[src/otm_pkg.sv]
package otm_pkg;
    // command codes
    localparam logic [7:0] OTM_CMD_FAULT_THR = 8'h4f;
    localparam logic [7:0] OTM_CMD_FAULT_ACT = 8'h50;
    localparam logic [7:0] OTM_CMD_WARN_THR = 8'h51;
    localparam logic [7:0] OTM_CMD_STATUS = 8'h7d;

    // field positions
    localparam int OTM_SEL_LSB = 0;
    localparam int OTM_SEL_W = 3;
    localparam int OTM_RESTART_BIT = 3;
    localparam int OTM_STAT_FAULT_BIT = 7;
    localparam int OTM_STAT_WARN_BIT = 6;

    // values held until the nonvolatile load arrives
    localparam logic [2:0] OTM_FAULT_SEL_RST = 3'h0;
    localparam logic OTM_RESTART_RST = 1'b0;
    localparam logic [2:0] OTM_WARN_SEL_RST = 3'h0;

    // fault threshold ladder, degrees C
    localparam logic [7:0] OTM_FAULT_BASE_C = 8'h73;
    localparam logic [7:0] OTM_FAULT_STEP_C = 8'h05;

    // warning thresholds, degrees C
    localparam logic [7:0] OTM_WARN_C0 = 8'h55;
    localparam logic [7:0] OTM_WARN_C1 = 8'h5f;
    localparam logic [7:0] OTM_WARN_C2 = 8'h64;
    localparam logic [7:0] OTM_WARN_C3 = 8'h69;
    localparam logic [7:0] OTM_WARN_C4 = 8'h73;
    localparam logic [7:0] OTM_WARN_C5 = 8'h6e;
    localparam logic [7:0] OTM_WARN_C6 = 8'h7d;
    localparam logic [7:0] OTM_WARN_C7 = 8'h87;

    // timing
    localparam int OTM_CLK_HZ = 40000000;
    localparam int OTM_RESTART_MS = 56;
    localparam int OTM_RESTART_CYCLES = OTM_RESTART_MS * (OTM_CLK_HZ / 1000);

    typedef enum logic [1:0] {
        OTM_ST_OFF,
        OTM_ST_RUN,
        OTM_ST_LATCHED,
        OTM_ST_WAIT
    } otm_state_t;
endpackage : otm_pkg

[src/otm_restart_timer.sv]
`timescale 1ns/100ps
`default_nettype none
module otm_restart_timer
    import otm_pkg::*;
#(
    parameter int CYCLES = OTM_RESTART_CYCLES
) (
    // clock and reset
    input wire logic clk_sys_i,
    input wire logic rstn_i,
    // control
    input wire logic start_i,
    output logic done_o
);
    localparam int CW = $clog2(CYCLES + 1);

    initial begin
        if (CYCLES < 1) begin
            $error("otm_restart_timer: CYCLES must be at least 1");
        end
    end

    logic [CW-1:0] cnt_q;
    logic busy_q;

    // a fresh start while busy reloads the count
    always_ff @(posedge clk_sys_i or negedge rstn_i) begin
        if (!rstn_i) begin
            cnt_q <= '0;
            busy_q <= 1'b0;
        end else if (start_i) begin
            cnt_q <= CW'(CYCLES - 1);
            busy_q <= 1'b1;
        end else if (busy_q) begin
            if (cnt_q == '0) begin
                busy_q <= 1'b0;
            end else begin
                cnt_q <= cnt_q - CW'(1);
            end
        end
    end

    assign done_o = busy_q && (cnt_q == '0);
endmodule : otm_restart_timer
`default_nettype wire

[src/otm_monitor.sv]
// Contract
// - fault threshold select in bits 2:0, 115 to 150 C in 5 C steps.
// - fault detected by comparing temperature telemetry against selected fault threshold.
// - on fault act per restart bit and set the fault flag in status.
// - restart bit 0 latches off until power cycle or enable toggle.
// - restart bit 1 restarts 56 ms after each fault, unlimited attempts.
// - warning select decodes to 85,95,100,105,115,-,125,135 C; the code decodes select 5 to 110 C.
// - warning detected by comparing telemetry against selected warning threshold.
// - warning sets the warning flag in status with no shutdown.
// - reserved bits read zero and ignore writes.
// - registers at 4Fh, 50h, 51h by byte access; defaults from nonvolatile load.
// - no alert output; events are seen only by reading status.
`timescale 1ns/100ps
`default_nettype none
module otm_monitor
    import otm_pkg::*;
#(
    parameter int RESTART_CYCLES = OTM_RESTART_CYCLES
) (
    // clock and reset
    input wire logic clk_sys_i,
    input wire logic rstn_i,
    // command port, one byte per transaction
    input wire logic [7:0] cmd_i,
    input wire logic wr_i,
    input wire logic [7:0] wdata_i,
    input wire logic rd_i,
    output logic [7:0] rdata_o,
    output logic rvalid_o,
    // nonvolatile defaults
    input wire logic nvm_load_i,
    input wire logic [2:0] nvm_fault_sel_i,
    input wire logic nvm_restart_i,
    input wire logic [2:0] nvm_warn_sel_i,
    // telemetry and power stage
    input wire logic [7:0] temp_i,
    input wire logic enable_i,
    output logic convert_en_o
);
    initial begin
        if (RESTART_CYCLES < 1) begin
            $error("otm_monitor: RESTART_CYCLES must be at least 1");
        end
    end

    function automatic logic [7:0] fault_limit(input logic [2:0] sel);
        fault_limit = OTM_FAULT_BASE_C + 8'(OTM_FAULT_STEP_C * sel);
    endfunction : fault_limit

    function automatic logic [7:0] warn_limit(input logic [2:0] sel);
        case (sel)
            3'h0: warn_limit = OTM_WARN_C0;
            3'h1: warn_limit = OTM_WARN_C1;
            3'h2: warn_limit = OTM_WARN_C2;
            3'h3: warn_limit = OTM_WARN_C3;
            3'h4: warn_limit = OTM_WARN_C4;
            3'h5: warn_limit = OTM_WARN_C5;
            3'h6: warn_limit = OTM_WARN_C6;
            default: warn_limit = OTM_WARN_C7;
        endcase
    endfunction : warn_limit

    logic [2:0] fault_temp_select_q;
    logic restart_sel_q;
    logic [2:0] warning_temp_select_q;
    logic fault_temp_flag_q;
    logic warning_temp_flag_q;
    logic en_meta_q;
    logic en_sync_q;
    otm_state_t state_q;
    logic hot_fault;
    logic hot_warn;
    logic fault_event;
    logic restart_done;
    logic stat_wr;

    // enable pin crosses in from outside
    always_ff @(posedge clk_sys_i or negedge rstn_i) begin
        if (!rstn_i) begin
            en_meta_q <= 1'b0;
            en_sync_q <= 1'b0;
        end else begin
            en_meta_q <= enable_i;
            en_sync_q <= en_meta_q;
        end
    end

    // configuration: nonvolatile load, then host writes take effect at once
    always_ff @(posedge clk_sys_i or negedge rstn_i) begin
        if (!rstn_i) begin
            fault_temp_select_q <= OTM_FAULT_SEL_RST;
            restart_sel_q <= OTM_RESTART_RST;
            warning_temp_select_q <= OTM_WARN_SEL_RST;
        end else if (nvm_load_i) begin
            fault_temp_select_q <= nvm_fault_sel_i;
            restart_sel_q <= nvm_restart_i;
            warning_temp_select_q <= nvm_warn_sel_i;
        end else if (wr_i) begin
            case (cmd_i)
                OTM_CMD_FAULT_THR: fault_temp_select_q <= wdata_i[OTM_SEL_LSB +: OTM_SEL_W];
                OTM_CMD_FAULT_ACT: restart_sel_q <= wdata_i[OTM_RESTART_BIT];
                OTM_CMD_WARN_THR: warning_temp_select_q <= wdata_i[OTM_SEL_LSB +: OTM_SEL_W];
                default: ;
            endcase
        end
    end

    assign hot_fault = temp_i >= fault_limit(fault_temp_select_q);
    assign hot_warn = temp_i >= warn_limit(warning_temp_select_q);
    // only a running converter can trip; every restart re-arms the check, even while still hot
    assign fault_event = (state_q == OTM_ST_RUN) && hot_fault;
    assign stat_wr = wr_i && (cmd_i == OTM_CMD_STATUS);

    // status flags: write one to clear, a new event wins over the clear
    always_ff @(posedge clk_sys_i or negedge rstn_i) begin
        if (!rstn_i) begin
            fault_temp_flag_q <= 1'b0;
            warning_temp_flag_q <= 1'b0;
        end else begin
            if (fault_event) begin
                fault_temp_flag_q <= 1'b1;
            end else if (stat_wr && wdata_i[OTM_STAT_FAULT_BIT]) begin
                fault_temp_flag_q <= 1'b0;
            end
            if (hot_warn) begin
                warning_temp_flag_q <= 1'b1;
            end else if (stat_wr && wdata_i[OTM_STAT_WARN_BIT]) begin
                warning_temp_flag_q <= 1'b0;
            end
        end
    end

    otm_restart_timer #(
        .CYCLES(RESTART_CYCLES)
    ) u_restart_timer (
        .clk_sys_i(clk_sys_i),
        .rstn_i(rstn_i),
        .start_i(fault_event && restart_sel_q),
        .done_o(restart_done)
    );

    // conversion control; enable low always wins and clears a latch-off
    always_ff @(posedge clk_sys_i or negedge rstn_i) begin
        if (!rstn_i) begin
            state_q <= OTM_ST_OFF;
        end else if (!en_sync_q) begin
            state_q <= OTM_ST_OFF;
        end else begin
            case (state_q)
                OTM_ST_OFF: state_q <= OTM_ST_RUN;
                OTM_ST_RUN: begin
                    if (hot_fault) begin
                        state_q <= restart_sel_q ? OTM_ST_WAIT : OTM_ST_LATCHED;
                    end
                end
                OTM_ST_LATCHED: state_q <= OTM_ST_LATCHED;
                OTM_ST_WAIT: begin
                    if (restart_done) begin
                        state_q <= OTM_ST_RUN;
                    end
                end
                default: state_q <= OTM_ST_OFF;
            endcase
        end
    end

    // warnings never reach this output; no alert pin exists
    assign convert_en_o = (state_q == OTM_ST_RUN);

    // read port answers one cycle after the strobe
    always_ff @(posedge clk_sys_i or negedge rstn_i) begin
        if (!rstn_i) begin
            rdata_o <= 8'h00;
            rvalid_o <= 1'b0;
        end else begin
            rvalid_o <= rd_i;
            if (rd_i) begin
                rdata_o <= 8'h00;
                case (cmd_i)
                    OTM_CMD_FAULT_THR: rdata_o[OTM_SEL_LSB +: OTM_SEL_W] <= fault_temp_select_q;
                    OTM_CMD_FAULT_ACT: rdata_o[OTM_RESTART_BIT] <= restart_sel_q;
                    OTM_CMD_WARN_THR: rdata_o[OTM_SEL_LSB +: OTM_SEL_W] <= warning_temp_select_q;
                    OTM_CMD_STATUS: begin
                        rdata_o[OTM_STAT_FAULT_BIT] <= fault_temp_flag_q;
                        rdata_o[OTM_STAT_WARN_BIT] <= warning_temp_flag_q;
                    end
                    default: ;
                endcase
            end
        end
    end
endmodule : otm_monitor
`default_nettype wire

[config.mk]
export PLATFORM = sky130hd
export DESIGN_NAME = otm_monitor
export DESIGN_NICKNAME = d
export VERILOG_FILES = /design/src/otm_pkg.sv /design/src/otm_restart_timer.sv /design/src/otm_monitor.sv
export SDC_FILE = /design/constraint.sdc
export NUM_CORES = 1
export LEC_CHECK = 0
export ABC_AREA = 0
export BUFFER_PORTS_ARGS = -buffer_cell sky130_fd_sc_hd__buf_4
export CAP_MARGIN = 25
export CORE_ASPECT_RATIO = 0.75
export CORE_UTILIZATION = 40
export CTS_BUF_LIST = sky130_fd_sc_hd__clkbuf_4 sky130_fd_sc_hd__clkbuf_8
export DETAILED_ROUTE_END_ITERATION = 12
export PLACE_DENSITY_LB_ADDON = 0.3
export SYNTH_ARGS = -nofsm -noshare
export SYNTH_HDL_FRONTEND = slang
export SYNTH_SLANG_ARGS = --single-unit
[constraint.sdc]
create_clock -name clk_sys_i -period 6.35 [get_ports clk_sys_i]
set_input_delay 0.3175 -clock clk_sys_i [delete_from_list [all_inputs] [get_ports clk_sys_i]]
set_output_delay 0.3175 -clock clk_sys_i [all_outputs]
set_load 0.05 [all_outputs]
==> out/metrics.csv <==
stage;metric;value;unit
status;status;completed;
final_layout;final_common_cell;dfrtp_1;
yosys;synth_area_leader_cell;dfrtp_1;
floorplan;die_y;75.3;um
yosys;ys_seq_elements;43;
pwr;p_comb_share;34.5;%
sta;fin_worst_skew;0.00781;ns
run;drv_cap;0;
yosys;synth_async_sr_flop_share;100;%
pwr;swShare;37.6;%
floorplan;dieArea;7510;um^2
final_layout;nets;405;
yosys;syn_area;2860;um^2
final_layout;drive_gt1_share;18.0;%
yosys;synth_ff_type;dfrtp_1;
yosys;synth_seq_area_share;37.6;%
grt;grt_start_max_net_pins;44;
final_layout;final_cells;437;
clocking;cts_setup_buffers;0;
setup_path;critPathMaxFanout;15;
sta;fin_crit;3.68;ns
clocking;post_cts_resized;0;
pwr;internal_power;544;uW
clocking;cts_sinks;43;
pwr;power.switching;328;uW
setup_path;cp.arrival;3.81;ns
grt;grt_pass1_vias;2167;
clocking;ctsHtreeMaxLevel;2;
floorplan;coreArea;6860;um^2
final_layout;n_fill_cell;658;
yosys;syn_avg_cell_area;9.58;um^2
yosys;synth_cell_type_count;51;
final_layout;diodes;0;
route;drt_wl_total;6.01;mm
clocking;root_buffer;clkbuf_8;
grt;grt_pass1_wl;10.3;mm
place;port_buffers;42;
sta;max_freq;272;MHz
route;wire_per_inst;13.7;um
floorplan;ios;47;
pwr;power_density;261;nW/um^2
yosys;yosysWarnings;0;
route;wl_met3;195;um
grt;antenna_found_initial;0;
final_layout;area_growth;16.5;%
route;wl_met1;3.27;mm
yosys;synthCells;299;
final_layout;final_cell_mix;43 x dfrtp_1, 42 x buf_4, 34 x nand2_1;
pwr;irDropWorstVdd;0.0000937;V
grt;grt-ovfl-total;0;
final_layout;layout.area.seq;1080;um^2
route;avgViaCountPerCell;5.24;
final_layout;multiInputGateArea;1680;um^2
sta;rsz0062_at_grt;no;
pwr;power_frac_seq;47.0;%
place;numPlacedInstances;431;
sta;max_slew.worst_pin.slew;0.715;ns
place;dp_hpwl;4.69;mm
clocking;cts_buffers;5;
setup_path;r2r-start;fault_temp_select_q[2];
clocking;clk_pin_slew;0.08;ns
route;drc;0;
yosys;synth_edf_count;0;
setup_path;rrSetupSlack;2.67;ns
sta;finalCritPeriodShare;58.0;%
route;dr.pass1.iters;4;
route;wl_met2;2.53;mm
floorplan;chipWidth;99.7;um
pwr;clkPwrFrac;18.5;%
sta;finalSetupViolations;0;
setup_path;reg2reg_depth;13;
clocking;hold_buffers;0;
route;num_vias;2288;
clocking;cts_buffer_depth;2;
clocking;tritoncts;yes;
route;drtIter0Drc;91;
setup_path;start_kind;flop;
grt;track_usage;17.4;%
sta;slew_violations;0;
setup_path;cp_data_required_time;6.48;ns
sta;relSlewSlack;52.3;%
yosys;yosys-top-cells-area;dfrtp_1 38%, ha_1 12%, nand2_1 4.5%;
route;routed.top_layer;met4;
sta;setup_tns;0;ns
sta;hold_viol_final;0;
clocking;insertion_delay;0.28;ns
route;detail-route-antenna-nets;0;
yosys;synth.top_cell.area_share;37.6;%
floorplan;fp-row-count;26;
min_path;min_path_type;in -> async;
floorplan;start_util;41.7;%
place;routabilityCongestion;0.860;
pwr;leakage;1.47;nW
setup_path;crit_path_end_kind;flop;
setup_path;crit_type;reg -> reg;
setup_path;r2r_end;u_restart_timer.cnt_q[10];
## critical path, stage by stage (launching register included)
cell	delay (ns)
dfrtp_1	0.47
ha_1	0.24
ha_1	0.28
ha_1	0.34
a21oi_1	0.17
nor2_1	0.08
nor3_1	0.22
a21oi_1	0.08
ha_1	0.30
a21oi_1	0.14
nor2_1	0.06
a211oi_1	0.49
a21o_1	0.51
o211ai_1	0.16
## how the worst max path moves through the flow
| stage | start | endpoint | slack (ns) | cells past startpoint |
|---|---|---|---|---|
| finish | fault_temp_select_q[2] | u_restart_timer.cnt_q[10] | 2.67 | 13 |
| floorplan | fault_temp_select_q[2] | u_restart_timer.cnt_q[2] | 3.14 | 14 |
| detailed placement | fault_temp_select_q[2] | u_restart_timer.cnt_q[3] | 2.69 | 13 |
| global route | fault_temp_select_q[2] | u_restart_timer.cnt_q[10] | 2.34 | 13 |
| global placement | fault_temp_select_q[2] | u_restart_timer.cnt_q[5] | 2.73 | 13 |
| CTS | fault_temp_select_q[2] | u_restart_timer.cnt_q[10] | 2.68 | 13 |
## through the flow
stage / utilization (%) / area (um^2) / hold slack, ns / worst slack (ns) / power, mW
after global routing: 48.6 / 3340 / 0.0621 / 2.34 / 0.938
after floorplan: - / 2870 / 0.0219 / 3.14 / 0.627
after global placement: 47.5 / 3260 / 0.336 / 2.73 / 0.703
after detailed placement: 47.5 / 3260 / 0.340 / 2.69 / 0.717
after CTS: 48.6 / 3340 / 0.0329 / 2.68 / 0.881
final: 48.6 / 3340 / 0.0139 / 2.67 / 0.872
## sequential cells by signal (all words and copies together) (netlist names)
register                cells
warning_temp_select_q       3
fault_temp_select_q         3
en_sync_q                   1
u_restart_timer.busy_q      1
rvalid_o                    1
restart_sel_q               1
u_restart_timer.cnt_q      22
state_q                     2
warning_temp_flag_q         1
fault_temp_flag_q           1
en_meta_q                   1
rdata_o                     6
## cells in the mapped netlist (2+ instances only)
library cell	n
and2_1	2
xor2_1	2
o21ai_1	5
nor4_1	4
nor2b_1	4
nand2b_1	6
nand3b_1	2
and3_1	2
buf_4	3
inv_1	18
nor3_1	8
o211ai_1	5
nand4_1	4
a22oi_1	3
o21ai_0	12
a211oi_1	2
a21o_1	5
nand2_1	34
xnor2_1	13
clkbuf_1	4
a21oi_1	13
o31ai_1	2
ha_1	28
or3_1	3
nor2_1	20
nor4_4	2
mux2i_1	12
dfrtp_1	43
or4_1	3
nand4_4	2
nand3_1	10
a2111oi_2	4
## per-layer routing
metal  up-vias  global-route usage [%]
met4         0                    3.43
met3         2                    2.97
li1       1155                       -
met5         -                       0
met2        44                    27.5
met1      1087                    25.4
## power by group through the flow
stage                     Sequential (mW)  Combinational [mW]  Clock [mW]
after floorplan                     0.402               0.225           0
after global placement              0.410               0.293           0
after detailed placement            0.414               0.303           0
after CTS                           0.410               0.304       0.168
after global routing                0.421               0.340       0.178
final                               0.410               0.301       0.162
## area by class of cell
class	count	area share (%)
multi-input combinational	230	50.3
tap	98	3.68
clock buffer	6	2.29
timing repair buffer	42	9.45
sequential	43	32.3
inverter	18	2.03
## cells by family after synthesis
family / after synthesis / share of synthesized area (%)
AOI/OAI and AO/OA: 61 / 14.8
and+or+nand+nor: 111 / 22.1
xor gates and xnor gates: 15 / 4.59
buffers and inverters: 27 / 3.97
DFF: 43 / 37.6
other: 1 / 0.131
muxes: 13 / 4.59
adders and majority gates: 28 / 12.2
No activity file was read; power rests on OpenSTA's default activity.
